===== config.mk =====
export PLATFORM = sky130hd
export DESIGN_NAME = sar_readout
export DESIGN_NICKNAME = d
export VERILOG_FILES = /design/src/rtl/conv_pkg.sv /design/src/rtl/pin_sync.sv /design/src/rtl/offset_corrector.sv /design/src/rtl/sar_readout.sv
export VERILOG_INCLUDE_DIRS = /design/src /design/src/rtl
export SDC_FILE = /design/constraint.sdc
export NUM_CORES = 1
export LEC_CHECK = 0
export CORE_MARGIN = 3
export CORE_UTILIZATION = 45
export CTS_CLUSTER_DIAMETER = 50
export DETAILED_ROUTE_END_ITERATION = 8
export DONT_BUFFER_PORTS = 1
export GPL_TIMING_DRIVEN = 0
export PLACE_DENSITY = 0.62
export SYNTH_ARGS = -nofsm -noshare
export SYNTH_HDL_FRONTEND = slang
export SYNTH_SLANG_ARGS = --single-unit

===== constraint.sdc =====
create_clock -name clk -period 2.7 [get_ports clk]
set_input_delay 0 -clock clk [delete_from_list [all_inputs] [get_ports clk]]
set_output_delay 0 -clock clk [all_outputs]
set_load 0.005 [all_outputs]

===== src/rtl/conv_params.svh =====
// Constants for the serial converter readout block
`ifndef CONV_PARAMS_SVH
`define CONV_PARAMS_SVH

// ------------------------------------------------------------
// Result codes
// ------------------------------------------------------------
`define LOWEST_OUTPUT_CODE 12'h000
`define CENTER_OUTPUT_CODE 12'h800
`define HIGHEST_OUTPUT_CODE 12'hfff
`define RESULT_WIDTH 12

// ------------------------------------------------------------
// Frame edge counts
// ------------------------------------------------------------
`define LEAD_ZERO_BITS 2
`define DATA_EDGES 14
`define POWERUP_CAL_EDGES 16
`define RECAL_START_EDGE 17
`define RECAL_END_EDGE 32
`define EDGE_COUNT_WIDTH 6

// ------------------------------------------------------------
// Timing
// ------------------------------------------------------------
`define CLK_PERIOD_PS 25000
`define ACQUISITION_INTERVAL_NS 200
`define ACQUISITION_CYCLES ((`ACQUISITION_INTERVAL_NS * 1000 + \
    `CLK_PERIOD_PS - 1) / `CLK_PERIOD_PS)
`define SELECT_TO_CLOCK_SETUP_NS 15

`endif


===== src/rtl/conv_pkg.sv =====
// Types shared by the serial converter readout block
package conv_pkg;

    typedef logic [11:0] code_t;

    // Frame states, one-hot
    typedef enum logic [3:0] {
        ST_IDLE = 4'b0001,
        ST_CONV = 4'b0010,
        ST_CAL = 4'b0100,
        ST_TAIL = 4'b1000
    } frame_e;

endpackage


===== src/rtl/pin_sync.sv =====
// Two-stage synchroniser for pin inputs
`timescale 1ns/10ps
module pin_sync #(
    parameter int WIDTH = 2,
    parameter logic [WIDTH-1:0] RESET_VALUE = '0
) (
    // Clock and reset
    input wire logic clk,
    input wire logic rst_b,
    // Pins in, synchronised out
    input wire logic [WIDTH-1:0] pin_in,
    output logic [WIDTH-1:0] pin_sync_out
);
    logic [WIDTH-1:0] meta_reg;

    // Refuse a width that leaves nothing to synchronise
    if (WIDTH < 1)
    begin : g_width_check
        $error("pin_sync: WIDTH must be at least 1");
    end

    // First stage is read only by the second stage; reset to the idle
    // pin levels so that no false edge follows reset
    always_ff @(posedge clk or negedge rst_b)
    begin
        if (!rst_b)
        begin
            meta_reg <= RESET_VALUE;
            pin_sync_out <= RESET_VALUE;
        end
        else
        begin
            meta_reg <= pin_in;
            pin_sync_out <= meta_reg;
        end
    end
endmodule // pin_sync


===== src/rtl/offset_corrector.sv =====
// Saturating offset correction of a raw conversion code
`timescale 1ns/10ps
module offset_corrector #(
    parameter int WIDTH = 12
) (
    // Raw code and signed offset
    input wire logic [WIDTH-1:0] raw_code,
    input wire logic signed [WIDTH-1:0] offset,
    // Corrected code
    output logic [WIDTH-1:0] corrected_code
);
    logic signed [WIDTH+1:0] sum;

    // Saturation needs at least two code bits
    if (WIDTH < 2)
    begin : g_width_check
        $error("offset_corrector: WIDTH too small");
    end

    // Subtract measured offset, clamp to the code range
    always_comb
    begin
        sum = $signed({2'b00, raw_code}) - (WIDTH+2)'(offset);
        if (sum < 0)
        begin
            corrected_code = '0;
        end
        else if (sum > $signed({2'b00, {WIDTH{1'b1}}}))
        begin
            corrected_code = '1;
        end
        else
        begin
            corrected_code = sum[WIDTH-1:0];
        end
    end
endmodule // offset_corrector


===== src/rtl/sar_readout.sv =====
// Serial readout and offset calibration control of a 12-bit converter
//
// How it works
// - Result is a 12-bit straight binary code, 000 low, 800 mid, fff top.
// - A frame runs from select falling to select rising.
// - Output is two zero bits then the twelve result bits.
// - First zero drives at select fall; later bits on clock falls.
// - After fourteen clocks the data line stays low until frame end.
// - Select rising ends the frame and releases the data line.
// - Sample taken at select fall is converted over the first 14 clocks.
// - First frame after power-up calibrates; needs sixteen falling edges.
// - Data line stays low through the power-up calibration frame.
// - A short power-up frame leaves the offset store unchanged.
// - Offset store is internal, unreachable, and cleared at power-up.
// - Later conversions are corrected by the stored offset.
// - Normal frames of 32 or more edges recalibrate from edge 17 to 32.
// - A normal frame shorter than 32 edges leaves the store unchanged.
`timescale 1ns/10ps
`include "conv_params.svh"
module sar_readout #(
    parameter int RES_WIDTH = `RESULT_WIDTH
) (
    // Clock and reset
    input wire logic clk,
    input wire logic rst_b,
    // Serial pins
    input wire logic select_b,
    input wire logic serial_clk,
    output logic data_out,
    output logic data_out_en,
    // Analog core: sample strobe, comparator decisions, offset measurement
    input wire conv_pkg::code_t raw_code,
    input wire conv_pkg::code_t offset_measured,
    output logic sample_hold,
    output logic cal_active
);
    import conv_pkg::*;

    // The shift path is built for one result width only
    if (RES_WIDTH != `RESULT_WIDTH)
    begin : g_width_check
        $error("sar_readout: only a 12-bit result is supported");
    end

    // ------------------------------------------------------------
    // Pin synchronisation and edge detection
    // ------------------------------------------------------------
    logic [1:0] pins_sync;
    logic select_b_s;
    logic sclk_s;
    logic select_b_d_reg;
    logic sclk_d_reg;
    logic frame_start;
    logic frame_end;
    logic sclk_fall;

    pin_sync #(
        .WIDTH(2),
        .RESET_VALUE(2'b11)
    ) u_sync (
        .clk(clk),
        .rst_b(rst_b),
        .pin_in({select_b, serial_clk}),
        .pin_sync_out(pins_sync)
    );

    assign select_b_s = pins_sync[1];
    assign sclk_s = pins_sync[0];

    // Delayed copies read only synchronised values; reset matches the
    // synchroniser so the first edges after reset are not false
    always_ff @(posedge clk or negedge rst_b)
    begin
        if (!rst_b)
        begin
            select_b_d_reg <= 1'b1;
            sclk_d_reg <= 1'b1;
        end
        else
        begin
            select_b_d_reg <= select_b_s;
            sclk_d_reg <= sclk_s;
        end
    end

    assign frame_start = select_b_d_reg && !select_b_s;
    assign frame_end = !select_b_d_reg && select_b_s;
    assign sclk_fall = !select_b_s && sclk_d_reg && !sclk_s;

    // ------------------------------------------------------------
    // Frame control
    // ------------------------------------------------------------
    frame_e state_reg;
    logic [`EDGE_COUNT_WIDTH-1:0] edge_cnt_reg;
    logic [`EDGE_COUNT_WIDTH-1:0] edge_cnt_next;
    logic powered_cal_done_reg;
    logic cal_frame_reg;
    logic signed [11:0] offset_store_reg;
    code_t corrected;
    logic [13:0] shift_reg;

    // Saturating edge count, never wraps in long frames
    assign edge_cnt_next = (edge_cnt_reg == '1) ? edge_cnt_reg :
        edge_cnt_reg + `EDGE_COUNT_WIDTH'(1);

    // Frame state machine
    always_ff @(posedge clk or negedge rst_b)
    begin
        if (!rst_b)
        begin
            state_reg <= ST_IDLE;
        end
        else if (frame_end)
        begin
            state_reg <= ST_IDLE;
        end
        else
        begin
            unique case (state_reg)
                ST_IDLE:
                begin
                    if (frame_start)
                    begin
                        state_reg <= powered_cal_done_reg ? ST_CONV
                            : ST_CAL;
                    end
                end
                ST_CONV:
                begin
                    if (sclk_fall &&
                        edge_cnt_next == `EDGE_COUNT_WIDTH'(`DATA_EDGES))
                    begin
                        state_reg <= ST_TAIL;
                    end
                end
                ST_CAL, ST_TAIL:
                begin
                    state_reg <= state_reg; // Held until select rises
                end
            endcase
        end
    end

    // Falling edges counted within the frame
    always_ff @(posedge clk or negedge rst_b)
    begin
        if (!rst_b)
        begin
            edge_cnt_reg <= '0;
        end
        else if (frame_start)
        begin
            edge_cnt_reg <= '0;
        end
        else if (sclk_fall && state_reg != ST_IDLE)
        begin
            edge_cnt_reg <= edge_cnt_next;
        end
    end

    // Power-up calibration tracking; a short first frame retries next time
    always_ff @(posedge clk or negedge rst_b)
    begin
        if (!rst_b)
        begin
            powered_cal_done_reg <= 1'b0;
        end
        else if (state_reg == ST_CAL && sclk_fall &&
            edge_cnt_next == `EDGE_COUNT_WIDTH'(`POWERUP_CAL_EDGES))
        begin
            powered_cal_done_reg <= 1'b1;
        end
    end

    // Calibration window flag drives the analog core
    always_ff @(posedge clk or negedge rst_b)
    begin
        if (!rst_b)
        begin
            cal_frame_reg <= 1'b0;
        end
        else if (frame_end || frame_start)
        begin
            cal_frame_reg <= frame_start && !powered_cal_done_reg;
        end
        else if (state_reg == ST_TAIL && sclk_fall &&
            edge_cnt_next == `EDGE_COUNT_WIDTH'(`RECAL_START_EDGE))
        begin
            cal_frame_reg <= 1'b1;
        end
        else if (sclk_fall && (edge_cnt_next ==
            `EDGE_COUNT_WIDTH'(`RECAL_END_EDGE) ||
            (state_reg == ST_CAL && edge_cnt_next ==
            `EDGE_COUNT_WIDTH'(`POWERUP_CAL_EDGES))))
        begin
            cal_frame_reg <= 1'b0;
        end
    end

    // Offset store: internal only, updated only when a run completes
    always_ff @(posedge clk or negedge rst_b)
    begin
        if (!rst_b)
        begin
            offset_store_reg <= '0;
        end
        else if (sclk_fall && ((state_reg == ST_CAL && edge_cnt_next ==
            `EDGE_COUNT_WIDTH'(`POWERUP_CAL_EDGES)) ||
            (state_reg == ST_TAIL && edge_cnt_next ==
            `EDGE_COUNT_WIDTH'(`RECAL_END_EDGE))))
        begin
            offset_store_reg <= offset_measured;
        end
    end

    // ------------------------------------------------------------
    // Conversion and serial output
    // ------------------------------------------------------------
    offset_corrector #(
        .WIDTH(12)
    ) u_corr (
        .raw_code(raw_code),
        .offset(offset_store_reg),
        .corrected_code(corrected)
    );

    // Sample strobe marks the hold instant for the core
    always_ff @(posedge clk or negedge rst_b)
    begin
        if (!rst_b)
        begin
            sample_hold <= 1'b0;
        end
        else
        begin
            sample_hold <= frame_start;
        end
    end

    // Corrected result is captured on the first falling edge, so the
    // core must settle its decisions by then; zeros fill the tail
    always_ff @(posedge clk or negedge rst_b)
    begin
        if (!rst_b)
        begin
            shift_reg <= '0;
        end
        else if (state_reg == ST_CONV && sclk_fall)
        begin
            if (edge_cnt_reg == '0)
            begin
                shift_reg <= {1'b0, corrected, 1'b0};
            end
            else
            begin
                shift_reg <= {shift_reg[12:0], 1'b0};
            end
        end
    end

    // Data line: low in calibration and tail, released outside frames
    always_ff @(posedge clk or negedge rst_b)
    begin
        if (!rst_b)
        begin
            data_out <= 1'b0;
            data_out_en <= 1'b0;
        end
        else if (frame_end)
        begin
            data_out <= 1'b0;
            data_out_en <= 1'b0;
        end
        else if (frame_start)
        begin
            data_out <= 1'b0;
            data_out_en <= 1'b1;
        end
        else if (state_reg == ST_CONV && sclk_fall &&
            edge_cnt_next < `EDGE_COUNT_WIDTH'(`DATA_EDGES))
        begin
            data_out <= (edge_cnt_reg == '0) ? 1'b0 :
                shift_reg[12];
        end
        else if (state_reg == ST_CAL || state_reg == ST_TAIL ||
            (sclk_fall && edge_cnt_next >=
            `EDGE_COUNT_WIDTH'(`DATA_EDGES)))
        begin
            data_out <= 1'b0;
        end
    end

    assign cal_active = cal_frame_reg;

    // ------------------------------------------------------------
    // Checks
    // ------------------------------------------------------------
    chk_release_on_end: assert property (
        @(posedge clk) disable iff (!rst_b)
        frame_end |=> !data_out_en)
        else $error("data line not released at frame end");

    chk_drive_on_start: assert property (
        @(posedge clk) disable iff (!rst_b)
        frame_start |=> data_out_en && !data_out)
        else $error("first zero not driven at frame start");

    chk_cal_low: assert property (
        @(posedge clk) disable iff (!rst_b)
        state_reg == ST_CAL && !frame_end |=> !data_out)
        else $error("data high during power-up calibration");

    chk_tail_low: assert property (
        @(posedge clk) disable iff (!rst_b)
        state_reg == ST_TAIL && $past(state_reg) == ST_TAIL |-> !data_out)
        else $error("data high after fourteen clocks");

    chk_store_reset: assert property (
        @(posedge clk) disable iff (!rst_b)
        !powered_cal_done_reg |-> offset_store_reg == '0)
        else $error("offset store changed before calibration");

    chk_store_hold: assert property (
        @(posedge clk) disable iff (!rst_b)
        state_reg == ST_IDLE |=> $stable(offset_store_reg))
        else $error("offset store changed outside a frame");

    chk_tail_entry: assert property (
        @(posedge clk) disable iff (!rst_b)
        state_reg == ST_CONV && sclk_fall && !frame_end &&
        edge_cnt_reg == `EDGE_COUNT_WIDTH'(13) |=> state_reg == ST_TAIL)
        else $error("conversion did not end on fourteenth clock");

    chk_sample_strobe: assert property (
        @(posedge clk) disable iff (!rst_b)
        frame_start |=> sample_hold ##1 !sample_hold)
        else $error("sample strobe not one cycle at frame start");

endmodule // sar_readout


* Yosys cells after proc, flatten, opt, wreduce, memory -nomap -nowiden
Cells that the tools add are included.
** Word-level totals
- Word-level logic and storage cells :: 87
- Register bits :: 46
** Cells by class
- Magnitude comparators :: 4
- Reductions and logical operators :: 34
- Eq/ne operators :: 13
- Muxes and demuxes :: 21
- Add/sub/neg operators :: 2
** Operator list (count)
- $mux W12 :: 2
- $logic_and A1 B1 Y1 :: 18
- $mux W6 :: 3
- $gt A14 B13 Y1 const B :: 1
- $lt A14 B1 Y1 const B :: 1
- $sub A13 B12 Y14 :: 1
- $mux W13 :: 1
- $eq A6 B5 Y1 const B :: 2
- $eq A6 B6 Y1 const B :: 2
- $mux W4 :: 3
- $mux W1 :: 10
- $pmux W4 S2 :: 1
- $add A6 B1 Y6 const B :: 1
- $eq A6 B4 Y1 const B :: 1
- $ge A6 B4 Y1 const B :: 1
- $logic_not A6 Y1 :: 1
- $lt A6 B4 Y1 const B :: 1
- $ne A3 B3 Y1 const B :: 2
- $logic_or A1 B1 Y1 :: 5
- $eq A4 B1 Y1 const B :: 1
- $eq A4 B2 Y1 const B :: 1
- $eq A4 B3 Y1 const B :: 1
- $eq A4 B4 Y1 const B :: 1
- $logic_not A1 Y1 :: 4
- 8 further kinds :: 9

* Logic depth before layout (Yosys ltp)
- Word-level depth :: 9
- Gate-level depth with buffers :: 11

* Hierarchy
Synthesis repeated with hierarchy kept, for this count alone.
** Second synthesis, totals
- Cell total of the unflattened synthesis :: 352
- Area total of the unflattened synthesis :: 3219.3 um^2
** Modules (own cells, without submodules)
- sar_readout :: times used 1, area each 2342.2 um^2, cells an instance 239
- offset_corrector :: times used 1, area each 772.0 um^2, cells an instance 109
- pin_sync :: times used 1, area each 105.1 um^2, cells an instance 4

* Worst setup path before layout
No wires, ideal clock.
- Path type :: register to register
- Start :: register edge_cnt_reg[0]
- End :: register offset_store_reg[10]
- Buffers on the path :: 2
- Period minus slack after synthesis :: 2.821 ns
- Arrival :: 2.696 ns
- Cell stages (with the launch flop) :: 10
- Setup time :: 0.125 ns
- Setup slack :: -0.121 ns
- Cell sequence :: dfrtp_1 ha_1 and3_1 buf_6 and2_4 or4_4 or3_4 nor4_4 buf_8 mux2_4
** On the way
- Cells in the longest elaborated chain, start to end :: 6
- Elaborated cells on any way between the ends :: 9
- Those cells by class :: add/sub (1); eq/ne (3); mux (1); reduce/logical (4)
** Ends and longest elaborated chain
- start: declaration :: line sar_readout.sv:94 : logic [`EDGE_COUNT_WIDTH-1:0] edge_cnt_reg;
- start signal: assignment :: line sar_readout.sv:157 : edge_cnt_reg <= edge_cnt_next;
- $add A6 B1 Y6 or $eq A6 B6 Y1 (tied branches) :: line sar_readout.sv:104, sar_readout.sv:103
- $mux W6 * :: line sar_readout.sv:103 : assign edge_cnt_next = (edge_cnt_reg == '1) ? edge_cnt_reg :
- $eq A6 B5 Y1 or $eq A6 B6 Y1 (tied branches) :: line sar_readout.sv:207, sar_readout.sv:209
- $logic_and A1 B1 Y1, on equally long branches :: line sar_readout.sv:207, sar_readout.sv:209
- $logic_or A1 B1 Y1 * :: line sar_readout.sv:207 : else if (sclk_fall && ((state_reg == ST_CAL && edge_cnt_next ==
- $logic_and A1 B1 Y1 * :: line sar_readout.sv:207
- end signal: assignment :: line sar_readout.sv:212 : offset_store_reg <= offset_measured;
- end: declaration :: line sar_readout.sv:98 : logic signed [11:0] offset_store_reg;
Mark *: on every way between the ends. The rest lies on a longest branch, timed or not.
A chain may end at the register's enable or synchronous reset.

* Final worst setup path
- Start :: register sclk_d_reg
- End :: register offset_store_reg[2]
** On the way
- Cells in the longest elaborated chain, start to end :: 3
** Ends and longest elaborated chain
- start: declaration :: line sar_readout.sv:52 : logic sclk_d_reg;
- start signal: assignment :: line sar_readout.sv:82 : sclk_d_reg <= sclk_s;
- $logic_and A1 B1 Y1 (2 in a row) :: line sar_readout.sv:88 : assign sclk_fall = !select_b_s && sclk_d_reg && !sclk_s;
- $logic_and A1 B1 Y1 :: line sar_readout.sv:207
Every way passes these cells.

==> impl_metrics.json <==
{
  "status": "finished, violations left",
  "violations": "negative setup slack",
  "synth_enable_flop_cells": 0,
  "synth_area_leaders": "dfrtp_1 (32%), ha_1 (7.9%), dfstp_2 (6.1%)",
  "dp_hpwl_um": 4900,
  "setup_viol": 12,
  "fin_crit_ps": 2760,
  "postRouteAntennaNets": 0,
  "vias_per_cell": 5.90,
  "synthArstFlopShare_pct": 100,
  "core.rowCount": 29,
  "rsz0062_at_grt": "true",
  "cts_sinks": 45,
  "synth_top_area_share_pct": 31.7,
  "crit_type": "reg -> reg",
  "synthCells": 314,
  "slew_headroom_pct": 63.9,
  "place_ws_ps": -394,
  "vias": 2484,
  "grt_pass1_wl_um": 11700,
  "die_x_um": 87.6,
  "hold_viol": 0,
  "cp-end-kind": "flip-flop",
  "clockBufferDepth": 2,
  "post_drt_wl_per_cell_um": 17.0,
  "ios": 32,
  "critPathLaunch": "sclk_d_reg$_DFF_PN1_",
  "p_int_mw": 1.03,
  "p_switching_mw": 0.490,
  "period_share_pct": 102,
  "placed_cell_area_um2": 3100,
  "whs_ps": 68.6,
  "diodes": 0,
  "synthFlopType": "dfrtp_1",
  "io_buffers": 0,
  "p_leak_nw": 1.41,
  "nets": 391,
  "drv_slew": 0,
  "multiInputGateArea_um2": 1840,
  "place.gp.congestion": 0.905,
  "seq_area_um2": 1130,
  "initial_core_util_pct": 46.9,
  "fp.dieH_um": 87.6,
  "worstSkewPairLatency_ps": 310,
  "cts_buffers": 5,
  "cp.arrival_ps": 2970,
  "cp_max_fo": 5,
  "avgSynthCellArea_um2": 9.54,
  "syn-num-nets": 362,
  "drive_gt1_share_pct": 20.9,
  "ys_ff_latch": 45,
  "critPathLaunchType": "flip-flop",
  "totalWireLength_um": 7140,
  "postLayoutCellArea_um2": 3590,
  "syn_to_final_growth_pct": 19.7,
  "nFillCells": 567,
  "pwr-share-seq_pct": 49.3,
  "final_util_pct": 56.2,
  "yosys.cell_count.top_type": "dfrtp_1",
  "clk_pin_slew_worst_paths_ps": 100,
  "grt_max_degree": 46,
  "setup_slack_ps": -59.3,
  "yosys_warnings": 0,
  "cts-root-buf": "clkbuf_8",
  "synth_common_cells": "dfrtp_1 (38), inv_1 (25), a22oi_1 (23)",
  "pwr-share-comb_pct": 20.1,
  "ys_types": 61,
  "remaining_drc_errors": 0,
  "rr_startpoint": "sclk_d_reg$_DFF_PN1_",
  "fp.coreArea_um2": 6390,
  "h-tree-depth": 2,
  "swShare_pct": 32.3,
  "drt-initial-drc-count": 113,
  "worstMarginPinSlew_ps": 542,
  "syn_area_um2": 3000,
  "dr.pass1.iters": 4,
  "seq_area_frac_synth_pct": 37.9,
  "hold_start": "raw_code[11]",
  "grt_pass1_vias": 2373,
  "antenna_found_initial": 0,
  "maxCapViolations": 0,
  "power_frac_clock_pct": 30.6,
  "cp.required_ps": 2910,
  "synth_top_cell_by_area": "dfrtp_1",
  "hold_class": "in -> reg",
  "fin_worst_skew_ps": 11.0,
  "dieArea_um2": 7670,
  "fmax_mhz": 362,
  "total_power_mw": 1.52,
  "grtUsageTotal_pct": 19.2,
  "grt-ovfl-total": 0,
  "vdd_ir_drop_max_v": 0.000362,
  "power_density_nw_per_um2": 423,
  "cts_tree": "yes"
}
[cell families (layout without fill, tap and decap cells)]
kind of cell             after synthesis  after routing  share of synthesized area [%]
multiplexers                          15             15                           6.77
AO/OA/AOI/OAI                         90             90                           20.2
XOR/XNOR                              10             10                           2.92
adder cells (fa/ha/maj)               20             20                           8.60
flip-flops                            45             45                           37.9
buffers and inverters                 37             67                           5.26
AND/OR/NAND/NOR                       97             97                           18.4
[layout make-up]
type | instances | area share, %
Buffer | 7 | 1.29
Clock buffer | 5 | 1.92
Clock inverter | 3 | 0.698
Inverter | 25 | 2.62
Multi-Input combinational cell | 232 | 51.3
Sequential cell | 45 | 31.6
Tap cell | 77 | 2.69
Timing Repair Buffer | 27 | 7.85
[per-layer routing]
metal,global-route usage (%),wire [um],vias to the layer above
li1,-,-,1213
met1,28.3,3420,1193
met2,29.4,3320,69
met3,3.20,309,9
met4,5.16,84,0
met5,0,0,-
[power groups by stage]
| stage | registers [mW] | clock network (mW) | logic, mW |
|---|---|---|---|
| 2_1_floorplan | 0.747 | 0 | 0.190 |
| 3_3_place_gp | 0.757 | 0 | 0.229 |
| 3_5_place_dp | 0.759 | 0 | 0.232 |
| 4_1_cts | 0.742 | 0.479 | 0.287 |
| 5_1_grt | 0.752 | 0.500 | 0.346 |
| 6_report | 0.747 | 0.464 | 0.305 |
[final timing paths]
path / to / slack, ps / cells past startpoint
max: offset_store_reg[2]$_DFFE_PN0P_ / -60 / 7
min: shift_reg[12]$_DFFE_PN0P_ / 70 / 3
max reg2reg: offset_store_reg[2]$_DFFE_PN0P_ / -60 / 7
min reg2reg: u_sync.pin_sync_out[0]$_DFF_PN1_ / 360 / 0
max in group asynchronous: u_sync.meta_reg[0]$_DFF_PN1_ / 2250 / 2
min in group asynchronous: edge_cnt_reg[3]$_DFFE_PN0P_ / 180 / 2
[worst max-delay path, cell delays in order, from the launching register on]
cell and delay, ps:
dfstp_2 540, or3b_4 380, or4_4 520, or3_4 360, nor4_4 240, buf_4 170
clkbuf_16 140, mux2_4 290
[per-stage QoR]
step                      cells  TNS, ps
after CTS                   422    -2430
after detailed placement    391    -6890
after global routing        421    -1410
after global placement      391    -7250
final                       421     -533
after floorplan             314     -723
[cells in the final DEF, fill, tap and decap left out, drive strengths merged, types with 4 or more instances in the layout]
cell type / netlist / routed
a21oi: 21 / 21
a22oi: 23 / 23
and2: 12 / 12
and3: 6 / 6
buf: 3 / 14
clkbuf: 9 / 10
dfrtp: 38 / 38
dfstp: 7 / 7
dlygate4sd3: 0 / 15
ha: 19 / 19
inv: 25 / 27
mux2: 12 / 12
nand2: 15 / 15
nand2b: 5 / 5
nand3: 10 / 10
nand4: 4 / 4
nor2: 18 / 18
nor3: 8 / 8
o211ai: 5 / 5
o21ai: 14 / 14
or3: 4 / 4
xor2: 7 / 7
[repair_timing]
action                                  CTS  global route
endpoints found under the setup margin   23            24
hold buffers                             16             0
resized for setup                        10            29
pin swaps                                 4             5
setup buffers                             7             2
gates cloned                              1             1
endpoints found under the hold margin    59             0
(Power assumes the default switching activity.)
